--- src/common/vwd_pkg.sv ---
// shared constants for the video window and decimation block
package vwd_pkg;
    // register byte offsets
    localparam logic [7:0] VWD_CTRL_OFS     = 8'h00;
    localparam logic [7:0] VWD_HDLY_OFS     = 8'h04;
    localparam logic [7:0] VWD_HWID_OFS     = 8'h08;
    localparam logic [7:0] VWD_VDLY_OFS     = 8'h0C;
    localparam logic [7:0] VWD_VLIN_OFS     = 8'h10;
    localparam logic [7:0] VWD_WMSB_OFS     = 8'h14;
    localparam logic [7:0] VWD_SKIP_OFS     = 8'h18;
    localparam logic [7:0] VWD_HUE_OFS      = 8'h1C;
    localparam logic [7:0] VWD_CONT_OFS     = 8'h20;
    localparam logic [7:0] VWD_UGAIN_OFS    = 8'h24;
    localparam logic [7:0] VWD_VGAIN_OFS    = 8'h28;
    localparam logic [7:0] VWD_STAT_OFS     = 8'h2C;
    // control register bits
    localparam int VWD_CTRL_PAL      = 0;
    localparam int VWD_CTRL_PPOUT    = 1;
    localparam int VWD_CTRL_PPIN     = 2;
    // window msb register field positions (two bits each)
    localparam int VWD_WMSB_HWID     = 0;
    localparam int VWD_WMSB_HDLY     = 2;
    localparam int VWD_WMSB_VLIN     = 4;
    localparam int VWD_WMSB_VDLY     = 6;
    // temporal skip control fields
    localparam int VWD_SKIP_FIELD    = 7;
    localparam int VWD_SKIP_ALIGN    = 6;
    // status fields
    localparam int VWD_STAT_ACC      = 16;
    localparam int VWD_STAT_SKIP     = 24;
    localparam int VWD_STAT_HACT     = 25;
    localparam int VWD_STAT_VACT     = 26;
    // reset values
    localparam logic [7:0] VWD_CONT_RST  = 8'h00;
    localparam logic [8:0] VWD_GAIN_RST  = 9'h100;
    // line and sequence figures
    localparam logic [10:0] VWD_LINE_NTSC = 11'd910;
    localparam logic [10:0] VWD_LINE_PAL  = 11'd1135;
    localparam logic [6:0]  VWD_SEQ_NTSC  = 7'd60;
    localparam logic [6:0]  VWD_SEQ_PAL   = 7'd50;
    // hue limit: 64 steps of 256 per turn is a quarter turn
    localparam logic signed [7:0] VWD_HUE_MAX = 8'sh40;
    // axi responses
    localparam logic [1:0] VWD_RESP_OKAY   = 2'b00;
    localparam logic [1:0] VWD_RESP_SLVERR = 2'b10;
endpackage

--- src/hdl/vwd_top.sv ---
// video output window, temporal skip and colour adjust with axi4-lite regs
`timescale 1ns/100ps
// Function
// - capture starts horiz_start_delay pixels after sync
// - horizontal active rises delay pixels after sync fall
// - even delay gives Cb first, odd Cr
// - horizontal in scaled pixels, vertical unscaled half lines
// - window width sets active pixels per line
// - front porch is total minus delay minus width
// - capture starts vert delay half lines after serration
// - vertical active rises delay half lines after sync
// - vertical lines count gives source lines per frame
// - pixel port input mode ignores window registers
// - skip count gives skipped units per sequence
// - skipped unit holds active output low throughout
// - skipped units spread evenly through sequence
// - setting 0x9E outputs every odd field in ntsc mode
// - zero setting disables decimation entirely
// - writing zero resets the sequence counter
// - sequence counter cleared at reset
// - field align bit picks parity dropped first
// - hue shifts ntsc chroma phase up to quarter turn
// - luma scaled by 9-bit contrast coefficient
// - u and v scaled by separate gains
// - window values are 10 bits, msbs shared
module vwd_top
    import vwd_pkg::*;
(
    input  wire logic        CORE_CLK,
    input  wire logic        RST_N,
    input  wire logic [7:0]  S_AXI_AWADDR,
    input  wire logic        S_AXI_AWVALID,
    output logic             S_AXI_AWREADY,
    input  wire logic [31:0] S_AXI_WDATA,
    input  wire logic [3:0]  S_AXI_WSTRB,
    input  wire logic        S_AXI_WVALID,
    output logic             S_AXI_WREADY,
    output logic [1:0]       S_AXI_BRESP,
    output logic             S_AXI_BVALID,
    input  wire logic        S_AXI_BREADY,
    input  wire logic [7:0]  S_AXI_ARADDR,
    input  wire logic        S_AXI_ARVALID,
    output logic             S_AXI_ARREADY,
    output logic [31:0]      S_AXI_RDATA,
    output logic [1:0]       S_AXI_RRESP,
    output logic             S_AXI_RVALID,
    input  wire logic        S_AXI_RREADY,
    input  wire logic        PIX_EN,
    input  wire logic        HSYNC_N,
    input  wire logic        VSYNC_N,
    input  wire logic        HALF_LINE,
    input  wire logic        FIELD_ODD,
    input  wire logic [7:0]  Y_IN,
    input  wire logic [7:0]  U_IN,
    input  wire logic [7:0]  V_IN,
    input  wire logic [7:0]  PHASE_IN,
    output logic [7:0]       Y_OUT,
    output logic [7:0]       U_OUT,
    output logic [7:0]       V_OUT,
    output logic [7:0]       PHASE_OUT,
    output logic             PIX_VALID,
    output logic             CHROMA_IS_CR,
    output logic             HORIZ_WINDOW_WIDTH_OUT,
    output logic             VERT_WINDOW_LINES_OUT,
    output logic             ACTIVE_OUT
);
    // all state in one record
    typedef struct packed {
        logic [2:0]  ctrl;      // mode bits
        logic [7:0]  hd_lo;     // low byte of horiz_start_delay
        logic [7:0]  hw_lo;     // low byte of horiz_window_width
        logic [7:0]  vd_lo;     // low byte of vert_start_delay
        logic [7:0]  vl_lo;     // low byte of vert_window_lines
        logic [7:0]  wmsb;      // window_msb_register
        logic [7:0]  skipc;     // temporal_skip_control
        logic [7:0]  hue;       // signed phase offset
        logic [8:0]  cont;      // luma gain
        logic [8:0]  ug;        // u_gain
        logic [8:0]  vg;        // v_gain
        logic [7:0]  awaddr;    // latched write address
        logic        aw_got;    // address held
        logic [31:0] wdata;     // latched write data
        logic [3:0]  wstrb;     // latched strobes
        logic        w_got;     // data held
        logic        bvalid;    // write answer pending
        logic [1:0]  bresp;     // write answer code
        logic        rvalid;    // read answer pending
        logic [31:0] rdata;     // read answer data
        logic [1:0]  rresp;     // read answer code
        logic        hs_d, vs_d; // previous sync levels
        logic [10:0] hcnt;      // scaled pixels since sync fall
        logic [10:0] vcnt;      // half lines since vertical sync rise
        logic [5:0]  acc;       // sequence accumulator
        logic        armed;     // sequence started
        logic        skip;      // current unit dropped
        logic [7:0]  y, u, v, ph; // output pixel and phase
        logic        pv;        // pixel valid
        logic        cr;        // chroma slot
        logic        hact, vact, act; // window strobes
    } vwd_state_s;
    vwd_state_s st_reg;         // registered state
    vwd_state_s st_next;        // next state
    // joins a two-bit msb field onto a low byte
    function automatic logic [10:0] vwd_join(input logic [7:0] msb,
                                             input int pos,
                                             input logic [7:0] lo);
        vwd_join = {1'b0, msb[pos+1], msb[pos], lo};
    endfunction
    // clamps a signed product down to a signed byte
    function automatic logic [7:0] vwd_sat_s(input logic signed [17:0] p);
        logic signed [17:0] q;
        q = p >>> 8;
        // saturate rather than wrap, so strong gains stay in range
        vwd_sat_s = (q > 18'sd127) ? 8'h7F
                    : (q < -18'sd128) ? 8'h80 : q[7:0];
    endfunction
    // decoded window bounds: delay, width, delay and lines
    logic [10:0] hd_w, hw_w, vd_w, vl_w;
    logic [10:0] porch_w;       // front porch
    logic [6:0]  seq_w;         // sequence length
    logic [6:0]  sum_w;         // accumulator plus count
    logic        h_in, v_in;    // inside the window
    logic        hs_fall, vs_rise; // sync edges
    logic [16:0] yprod;         // luma product
    logic [7:0]  hue_c;         // clamped hue
    logic        wr_zero;       // zero write to skip control
    // a zero write restarts the skip sequence
    assign wr_zero = st_reg.aw_got && st_reg.w_got && !st_reg.bvalid
                     && st_reg.awaddr == VWD_SKIP_OFS && st_reg.wstrb[0]
                     && st_reg.wdata[5:0] == 6'd0;
    // window decode and sequence arithmetic
    always_comb begin
        hd_w = vwd_join(st_reg.wmsb, VWD_WMSB_HDLY, st_reg.hd_lo);
        hw_w = vwd_join(st_reg.wmsb, VWD_WMSB_HWID, st_reg.hw_lo);
        vd_w = vwd_join(st_reg.wmsb, VWD_WMSB_VDLY, st_reg.vd_lo);
        vl_w = vwd_join(st_reg.wmsb, VWD_WMSB_VLIN, st_reg.vl_lo);
        // porch only reported; may wrap if software overcrops
        porch_w = (st_reg.ctrl[VWD_CTRL_PAL] ? VWD_LINE_PAL : VWD_LINE_NTSC)
                  - hd_w - hw_w;
        seq_w = st_reg.ctrl[VWD_CTRL_PAL] ? VWD_SEQ_PAL : VWD_SEQ_NTSC;
        sum_w = {1'b0, st_reg.acc} + {1'b0, st_reg.skipc[5:0]};
        // counts are scaled pixels and unscaled half lines
        h_in = (st_reg.hcnt >= hd_w) && (st_reg.hcnt < hd_w + hw_w);
        // per field the frame line count equals its half lines
        v_in = (st_reg.vcnt >= vd_w) && (st_reg.vcnt < vd_w + vl_w);
        if (st_reg.ctrl[VWD_CTRL_PPIN]) begin
            h_in = 1'b1;
            v_in = 1'b1;
        end
        hs_fall = st_reg.hs_d && !HSYNC_N;
        vs_rise = !st_reg.vs_d && VSYNC_N;
        yprod = {9'h000, Y_IN} * {8'h00, st_reg.cont};
        hue_c = ($signed(st_reg.hue) > VWD_HUE_MAX) ? VWD_HUE_MAX
                : ($signed(st_reg.hue) < -VWD_HUE_MAX) ? -VWD_HUE_MAX
                : st_reg.hue;
    end
    // next-state logic for bus, counters and pixel path
    always_comb begin
        logic [31:0] wv;
        logic        unit;
        wv = st_reg.wdata;
        unit = 1'b0;
        st_next = st_reg;
        // write address and data taken in either order
        if (S_AXI_AWVALID && S_AXI_AWREADY) begin
            st_next.awaddr = S_AXI_AWADDR;
            st_next.aw_got = 1'b1;
        end
        if (S_AXI_WVALID && S_AXI_WREADY) begin
            st_next.wdata = S_AXI_WDATA;
            st_next.wstrb = S_AXI_WSTRB;
            st_next.w_got = 1'b1;
        end
        if (S_AXI_BVALID && S_AXI_BREADY)
            st_next.bvalid = 1'b0;
        // both halves held: commit and answer
        if (st_reg.aw_got && st_reg.w_got && !st_reg.bvalid) begin
            st_next.aw_got = 1'b0;
            st_next.w_got = 1'b0;
            st_next.bvalid = 1'b1;
            st_next.bresp = VWD_RESP_OKAY;
            case (st_reg.awaddr)
                VWD_CTRL_OFS: if (st_reg.wstrb[0]) st_next.ctrl = wv[2:0];
                VWD_HDLY_OFS: if (st_reg.wstrb[0]) st_next.hd_lo = wv[7:0];
                VWD_HWID_OFS: if (st_reg.wstrb[0]) st_next.hw_lo = wv[7:0];
                VWD_VDLY_OFS: if (st_reg.wstrb[0]) st_next.vd_lo = wv[7:0];
                VWD_VLIN_OFS: if (st_reg.wstrb[0]) st_next.vl_lo = wv[7:0];
                VWD_WMSB_OFS: if (st_reg.wstrb[0]) st_next.wmsb = wv[7:0];
                VWD_SKIP_OFS: if (st_reg.wstrb[0]) st_next.skipc = wv[7:0];
                VWD_HUE_OFS:  if (st_reg.wstrb[0]) st_next.hue = wv[7:0];
                VWD_CONT_OFS: begin
                    if (st_reg.wstrb[0]) st_next.cont[7:0] = wv[7:0];
                    if (st_reg.wstrb[1]) st_next.cont[8] = wv[8];
                end
                VWD_UGAIN_OFS: begin
                    if (st_reg.wstrb[0]) st_next.ug[7:0] = wv[7:0];
                    if (st_reg.wstrb[1]) st_next.ug[8] = wv[8];
                end
                VWD_VGAIN_OFS: begin
                    if (st_reg.wstrb[0]) st_next.vg[7:0] = wv[7:0];
                    if (st_reg.wstrb[1]) st_next.vg[8] = wv[8];
                end
                VWD_STAT_OFS: ;  // read only, write ignored
                default: st_next.bresp = VWD_RESP_SLVERR;
            endcase
        end
        // read answers one cycle after the address is taken
        if (S_AXI_RVALID && S_AXI_RREADY)
            st_next.rvalid = 1'b0;
        if (S_AXI_ARVALID && S_AXI_ARREADY) begin
            st_next.rvalid = 1'b1;
            st_next.rresp = VWD_RESP_OKAY;
            st_next.rdata = 32'h0000_0000;
            case (S_AXI_ARADDR)
                VWD_CTRL_OFS:  st_next.rdata[2:0] = st_reg.ctrl;
                VWD_HDLY_OFS:  st_next.rdata[7:0] = st_reg.hd_lo;
                VWD_HWID_OFS:  st_next.rdata[7:0] = st_reg.hw_lo;
                VWD_VDLY_OFS:  st_next.rdata[7:0] = st_reg.vd_lo;
                VWD_VLIN_OFS:  st_next.rdata[7:0] = st_reg.vl_lo;
                VWD_WMSB_OFS:  st_next.rdata[7:0] = st_reg.wmsb;
                VWD_SKIP_OFS:  st_next.rdata[7:0] = st_reg.skipc;
                VWD_HUE_OFS:   st_next.rdata[7:0] = st_reg.hue;
                VWD_CONT_OFS:  st_next.rdata[8:0] = st_reg.cont;
                VWD_UGAIN_OFS: st_next.rdata[8:0] = st_reg.ug;
                VWD_VGAIN_OFS: st_next.rdata[8:0] = st_reg.vg;
                VWD_STAT_OFS: begin
                    st_next.rdata[10:0] = porch_w;
                    st_next.rdata[VWD_STAT_ACC+:6] = st_reg.acc;
                    st_next.rdata[VWD_STAT_SKIP] = st_reg.skip;
                    st_next.rdata[VWD_STAT_HACT] = st_reg.hact;
                    st_next.rdata[VWD_STAT_VACT] = st_reg.vact;
                end
                default: st_next.rresp = VWD_RESP_SLVERR;
            endcase
        end
        // line and field counters
        st_next.hs_d = HSYNC_N;
        st_next.vs_d = VSYNC_N;
        if (hs_fall)
            st_next.hcnt = 11'd0;
        else if (PIX_EN && st_reg.hcnt != 11'h7FF)
            st_next.hcnt = st_reg.hcnt + 11'd1;
        if (vs_rise)
            st_next.vcnt = 11'd0;
        else if (HALF_LINE && st_reg.vcnt != 11'h7FF)
            st_next.vcnt = st_reg.vcnt + 11'd1;
        // temporal skip decision, taken once per unit, at its first field start
        if (vs_rise && st_reg.skipc[5:0] != 6'd0) begin
            if (!st_reg.armed) begin
                // field mode starts at the parity opposite the first drop
                if (st_reg.skipc[VWD_SKIP_FIELD])
                    st_next.armed = FIELD_ODD != st_reg.skipc[VWD_SKIP_ALIGN];
                else
                    st_next.armed = FIELD_ODD;
                unit = st_next.armed;
            end else begin
                unit = st_reg.skipc[VWD_SKIP_FIELD] || FIELD_ODD;
            end
            if (unit) begin
                // error-diffusion step spreads drops evenly
                if (sum_w >= seq_w) begin
                    st_next.skip = 1'b1;
                    st_next.acc = 6'(sum_w - seq_w);
                end else begin
                    st_next.skip = 1'b0;
                    st_next.acc = sum_w[5:0];
                end
            end
        end
        if (st_reg.skipc[5:0] == 6'd0)
            st_next.skip = 1'b0;
        // a zero write restarts the sequence, even mid unit
        if (wr_zero) begin
            st_next.acc = 6'd0;
            st_next.armed = 1'b0;
            st_next.skip = 1'b0;
        end
        // pixel path, one register stage
        st_next.pv = 1'b0;
        if (PIX_EN) begin
            st_next.hact = h_in;
            st_next.vact = v_in;
            st_next.act = h_in && v_in && !st_reg.skip;
            st_next.pv = h_in && v_in && !st_reg.skip;
            st_next.cr = st_reg.hcnt[0];
            st_next.y = (yprod[16:8] > 9'd255) ? 8'hFF : yprod[15:8];
            st_next.u = vwd_sat_s($signed(U_IN)
                                  * $signed({2'b00, st_reg.ug}));
            st_next.v = vwd_sat_s($signed(V_IN)
                                  * $signed({2'b00, st_reg.vg}));
            // hue has no meaning for pal or secam chroma
            st_next.ph = st_reg.ctrl[VWD_CTRL_PAL] ? PHASE_IN
                         : PHASE_IN + hue_c;
        end
        if (st_reg.skip) begin
            st_next.act = 1'b0;
            st_next.pv = 1'b0;
        end
        // outside pixel port output mode hact and vact stay low; act still follows the window
        if (!st_reg.ctrl[VWD_CTRL_PPOUT]) begin
            st_next.hact = 1'b0;
            st_next.vact = 1'b0;
        end
    end
    // state register; reset clears the skip sequence too
    always_ff @(posedge CORE_CLK or negedge RST_N) begin
        if (!RST_N) begin
            st_reg <= '0;
            st_reg.hs_d <= 1'b1;
            st_reg.vs_d <= 1'b1;
            st_reg.cont <= {1'b1, VWD_CONT_RST};
            st_reg.ug <= VWD_GAIN_RST;
            st_reg.vg <= VWD_GAIN_RST;
        end else begin
            st_reg <= st_next;
        end
    end
    // bus handshakes come straight from state
    assign S_AXI_AWREADY = !st_reg.aw_got && !st_reg.bvalid;
    assign S_AXI_WREADY  = !st_reg.w_got && !st_reg.bvalid;
    assign S_AXI_BVALID  = st_reg.bvalid;
    assign S_AXI_BRESP   = st_reg.bresp;
    assign S_AXI_ARREADY = !st_reg.rvalid;
    assign S_AXI_RVALID  = st_reg.rvalid;
    assign S_AXI_RDATA   = st_reg.rdata;
    assign S_AXI_RRESP   = st_reg.rresp;
    assign Y_OUT         = st_reg.y;
    assign U_OUT         = st_reg.u;
    assign V_OUT         = st_reg.v;
    assign PHASE_OUT     = st_reg.ph;
    assign PIX_VALID     = st_reg.pv;
    assign CHROMA_IS_CR  = st_reg.cr;
    assign HORIZ_WINDOW_WIDTH_OUT   = st_reg.hact;
    assign VERT_WINDOW_LINES_OUT   = st_reg.vact;
    assign ACTIVE_OUT    = st_reg.act;
endmodule

--- config.mk ---
export PLATFORM = sky130hd
export DESIGN_NAME = vwd_top
export DESIGN_NICKNAME = d
export VERILOG_FILES = /design/src/common/vwd_pkg.sv /design/src/hdl/vwd_top.sv
export SDC_FILE = /design/constraint.sdc
export NUM_CORES = 1
export LEC_CHECK = 0
export ABC_AREA = 1
export BUFFER_PORTS_ARGS = -buffer_cell sky130_fd_sc_hd__buf_4
export CORE_MARGIN = 2
export CORE_UTILIZATION = 35
export CTS_CLUSTER_SIZE = 30
export DETAILED_ROUTE_END_ITERATION = 8
export GPL_TIMING_DRIVEN = 0
export MAX_ROUTING_LAYER = met4
export PLACE_DENSITY = 0.59
export SETUP_SLACK_MARGIN = 0.5
export SLEW_MARGIN = 20
export SYNTH_ARGS = -nofsm -noshare
export SYNTH_HDL_FRONTEND = slang
export SYNTH_SLANG_ARGS = --single-unit
--- constraint.sdc ---
create_clock -name CORE_CLK -period 8.75 [get_ports CORE_CLK]
set_clock_uncertainty 0.1 [all_clocks]
set_input_delay 0.875 -clock CORE_CLK [delete_from_list [all_inputs] [get_ports CORE_CLK]]
set_output_delay 0.875 -clock CORE_CLK [all_outputs]
set_load 0.005 [all_outputs]
# ---- Word level (Yosys, flattened, before mapping)
# Cells that the tools add are included.
# Widths: inputs -> output; s select.
dict set report classes {
  n_addsub 9
  multipliers 3
  n_lt_le_gt_ge 12
  eq_ne 26
  n_mux 46
  reduce_logical 63
}
# operator count
set ops {}
lappend ops {{$mux 8} 10}
lappend ops {{$eq 8x5->1 const B} 8}
lappend ops {{$eq 8x6->1 const B} 8}
lappend ops {{$mux 11} 5}
lappend ops {{$pmux 5 s11} 1}
lappend ops {{$reduce_and 3->1} 14}
lappend ops {{$mul 8x10->18} 2}
lappend ops {{$pmux 3 s12} 1}
lappend ops {{$mux 35} 1}
lappend ops {{$eq 8x4->1 const B} 4}
lappend ops {{$reduce_or 12->1} 2}
lappend ops {{$add 10x10->11} 2}
lappend ops {{$add 11x1->11 const B} 2}
lappend ops {{$ge 11x10->1} 2}
lappend ops {{$lt 11x11->1} 2}
lappend ops {{$ne 11x11->1 const B} 2}
lappend ops {{$sub 11x10->11} 2}
lappend ops {{$logic_and 1x1->1} 21}
lappend ops {{$gt 10x8->1 const B} 2}
lappend ops {{$lt 10x8->1 const B} 2}
lappend ops {{$mux 6} 3}
lappend ops {{$reduce_bool 2->1} 9}
lappend ops {{$mul 8x9->17} 1}
lappend ops {{$eq 8x3->1 const B} 2}
lappend ops {{22 further kinds} 51}
dict set report word_totals {
  ff_bits 202
  inputBits 96
  output_inout_bits 78
  wordCells 199
}

# ---- Logic depth before layout (Yosys ltp)
dict set report logic_depth {
  ltp_word 8
  mapped_depth 24
  ltp_nobuf 23
}

# ---- Least setup slack after synthesis
# Ideal clock, no wire load.
dict set report synth_path {
  kind {input to register}
  from {in U_IN[6]}
  to {reg st_reg (netlist bit U_OUT[0])}
  setup_time_ns 0.123
  arrival_time_ns 4.655
  t_required_ns 8.527
  path_slack_ns 3.873
  path_stages 22
  path_buffers 1
  path_cell_list {clkbuf_1 -> nand2_1 -> fa_1 -> fa_1 -> inv_1 -> fa_1 -> inv_1 -> fa_1 -> inv_1 -> ha_1 -> nand2_1 -> inv_1 -> a21oi_1 -> nand2_1 -> nand2_1 -> nand2_1 -> nand2_1 -> nand2_1 -> inv_1 -> nand2_1 -> nand2_2 -> a21oi_1}
}
dict set report synth_via {
  elab_chain_len 4
  elab_cells_between_ends 5
  cone_classes {mul (1); order compare (2); mux (2)}
}
# item line_no
set synth_rtl {}
lappend synth_rtl {{from (decl)} vwd_top.sv:54} ;# input wire logic [7:0] U_IN,
lappend synth_rtl {{$mul 8x10->18 *} vwd_top.sv:288} ;# * $signed({2'b00, st_reg.ug}));
lappend synth_rtl {{$lt 10x8->1} vwd_top.sv:115} ;# : (q < -18'sd128) ? 8'h80 : q[7:0];
lappend synth_rtl {{$mux 8} vwd_top.sv:115}
lappend synth_rtl {{$mux 8 *} vwd_top.sv:114} ;# vwd_sat_s = (q > 18'sd127) ? 8'h7F
lappend synth_rtl {{to (signal assigned)} vwd_top.sv:315} ;# st_reg <= st_next;
lappend synth_rtl {{to (decl)} vwd_top.sv:101} ;# vwd_state_s st_reg;
# Mark *: on every way between the ends. The rest lies on a longest branch, timed or not.
# A chain may end at the register's enable or synchronous reset.

# ---- Final worst setup path
dict set report layout_path {
  from {reg st_reg[161] in the netlist's numbering}
  to {reg st_reg (netlist bit V_OUT[5])}
}
dict set report layout_via {
  elab_chain_len 4
  elab_cells_between_ends 5
  cone_classes {mul (1); order compare (2); mux (2)}
}
# item line_no
set layout_rtl {}
lappend layout_rtl {{$mul 8x10->18 *} vwd_top.sv:290} ;# * $signed({2'b00, st_reg.vg}));
lappend layout_rtl {{$lt 10x8->1} vwd_top.sv:115}
lappend layout_rtl {{$mux 8} vwd_top.sv:115}
lappend layout_rtl {{$mux 8 *} vwd_top.sv:114}
# Marked as above.

==> impl_metrics.ini <==
[outcome]
status = completed

[min_path]
hp-class = in2async

[logic_synthesis]
synth_top_area_share = 0.241
syn_area_um2 = 20200
synth-edff-count = 0
ys.warnings.count = 0
synthTopCellsByArea = dfrtp_1 (24%), ha_1 (13%), fa_1 (13%), nand2_1 (13%), inv_1 (10%)
synth_ff_type = dfrtp_1
synth-seq-cells = 200
synth_seq_area_share = 0.248
yosysUniqueCellTypes = 48
avgSynthCellArea_um2 = 7.41
postSynthCellCount = 2726
yosysTopAreaCell = dfrtp_1
ys_async_sr_fraction = 1.00

[cts]
cts_inserted_buffers = 17
htreeDepth = 4
cts-resized-gates = 0
path_clk_slew_ns = 0.08
clk_latency_ns = 0.49
cts-root-buf = clkbuf_16
cts_max_path_buffers = 2
hold_buffers = 0
cts_tree = yes
postCtsSetupBuffers = 0
cts.sinks = 200

[worst_setup_path]
crit_fanout = 10
end_kind = register
start_kind = register
crit_type = reg2reg
r2r_slack_ns = 3.68
arrival_ns = 5.38
crit_required_ns = 9.06

[sta]
worst_pin_slew_ns = 0.899
post-route-period-util = 0.580
rsz0062_at_grt = no
fin_crit_ns = 5.07
max_slew_margin = 0.401
slew_violations = 0
fmax_mhz = 197
tns_ns = 0
fin_hold_ws_ns = 0.140
hold_viol_final = 0
setup_violations = 0

[power]
pwr-share-seq = 0.328
pwr_density_cell_nw_per_um2 = 160
pwr-share-comb = 0.419
clkPwrFrac = 0.253
p_leak_nw = 13.0
switching_share = 0.402
ir_worst_vdd_v = 0.000166
p_total_mw = 3.65
power_switching_mw = 1.47
p_int_mw = 2.18

[drt]
wl_per_cell_um = 15.1
drc = 0
first_pass_iters = 5
drtIter0Drc = 1206
viasPerCell = 4.71
vias = 17182
postRouteAntennaNets = 0
finalWirelength_um = 55100

[global_route]
grt_pass1_vias = 16836
track_usage = 0.197
antenna_found_initial = 1
grt.overflow.total = 0
grt_pass1_wl_um = 90100
grt_start_max_net_pins = 95

[floorplan]
rows = 88
dieArea_um2 = 59700
die_w_um = 244
core_region_area_um2 = 57400
die_h_um = 244
ios = 174
initial_core_util = 0.352

[flow_run]
drv_cap = 0

[final_layout]
post-route-util = 0.397
nets = 3320
largest_reg_flops = 119
fin_area_um2 = 22800
drive_gt1_frac = 0.0967
layout_commonest_cell = nand2_1
synthToLayoutAreaGrowth_pct = 12.7
layout_common_cells = nand2_1 (676), inv_1 (538), ha_1 (217)

[placement]
dpl.hpwl_um = 44900
placed_area_um2 = 22100
gp_congestion = 0.968
portBuffers = 112
==> power groups by stage <==
stage	logic [mW]	registers, mW	clock network, mW
2_1_floorplan	1.06	1.17	0
3_3_place_gp	1.53	1.22	0
3_5_place_dp	1.54	1.22	0
4_1_cts	1.55	1.20	0.941
5_1_grt	1.75	1.22	0.976
6_report	1.53	1.20	0.923
==> path summary, 6_finish.rpt <==
check | from | to | depth (start not counted)
worst max-delay path | st_reg[161] | V_OUT[5] | 22
worst min-delay path | RST_N | V_OUT[3] | 1
worst max register to register | st_reg[161] | V_OUT[5] | 22
worst min register to register | U_OUT[7] | U_OUT[7] | 2
max in group asynchronous | RST_N | st_reg[179] | 2
min in group CORE_CLK | U_OUT[7] | U_OUT[7] | 2
==> Yosys cell counts (all sizes together), types with 59 or more instances <==
cell type and n:
a21oi 152, nand2 683, dfrtp 195, nor2 175, fa 135, buf 89, inv 542, o21ai 157
ha 217, nand3 112, clkbuf 59
==> area by class of cell <==
type                       count  area [um^2]
inverter                     547         2050
buffer                       148          852
tap                          765          957
clock inverter                12          213
clock buffer                  20          447
multi-input combinational   1844        12300
fill                        6015        34600
antenna                        1         2.50
sequential                   200         5010
timing repair buffer         114          903
==> stage by stage <==
step / instances / setup WS (ns)
finish: 3651 / 3.68
global route: 3651 / 3.32
CTS: 3650 / 3.65
detailed placement: 3618 / 3.23
global placement: 3616 / 3.25
floorplan: 2739 / 3.87
==> metal layers <==
layer	vias up	wire (um)	global-route usage
met4	0	989	0.0491
met1	8058	26200	0.266
met2	383	25300	0.317
met3	56	2630	0.0225
met5	-	0	-
li1	8685	-	-
==> critical path, cell delays in order (launching register included) <==
cell and delay (ns):
dfstp_2 0.52, clkbuf_1 0.54, nand2_1 0.11, inv_1 0.09, fa_1 0.42, fa_1 0.47, fa_1 0.57, inv_1 0.06
fa_1 0.53, inv_1 0.04, ha_1 0.35, nand2_1 0.12, inv_1 0.11, nand2_1 0.06, a21oi_1 0.15, nor2_1 0.10
nand2_1 0.08, nand2_1 0.05, nand2_1 0.05, nand2_1 0.05, nand2_1 0.18, nand2_1 0.09, a21oi_1 0.13
==> kinds of logic (layout without fill, tap and decap cells) <==
group | after synthesis | count (layout) | share of synthesized area
other | 1 | 15 | 0.000186
AO/OA/AOI/OAI | 361 | 361 | 0.0959
flip-flops | 200 | 200 | 0.248
adder cells (fa/ha/maj) | 352 | 352 | 0.268
buffers and inverters | 695 | 841 | 0.144
multiplexers | 7 | 7 | 0.00390
XOR/XNOR | 54 | 54 | 0.0234
AND/OR/NAND/NOR | 1056 | 1056 | 0.217
No activity file was read; power rests on OpenSTA's default activity.
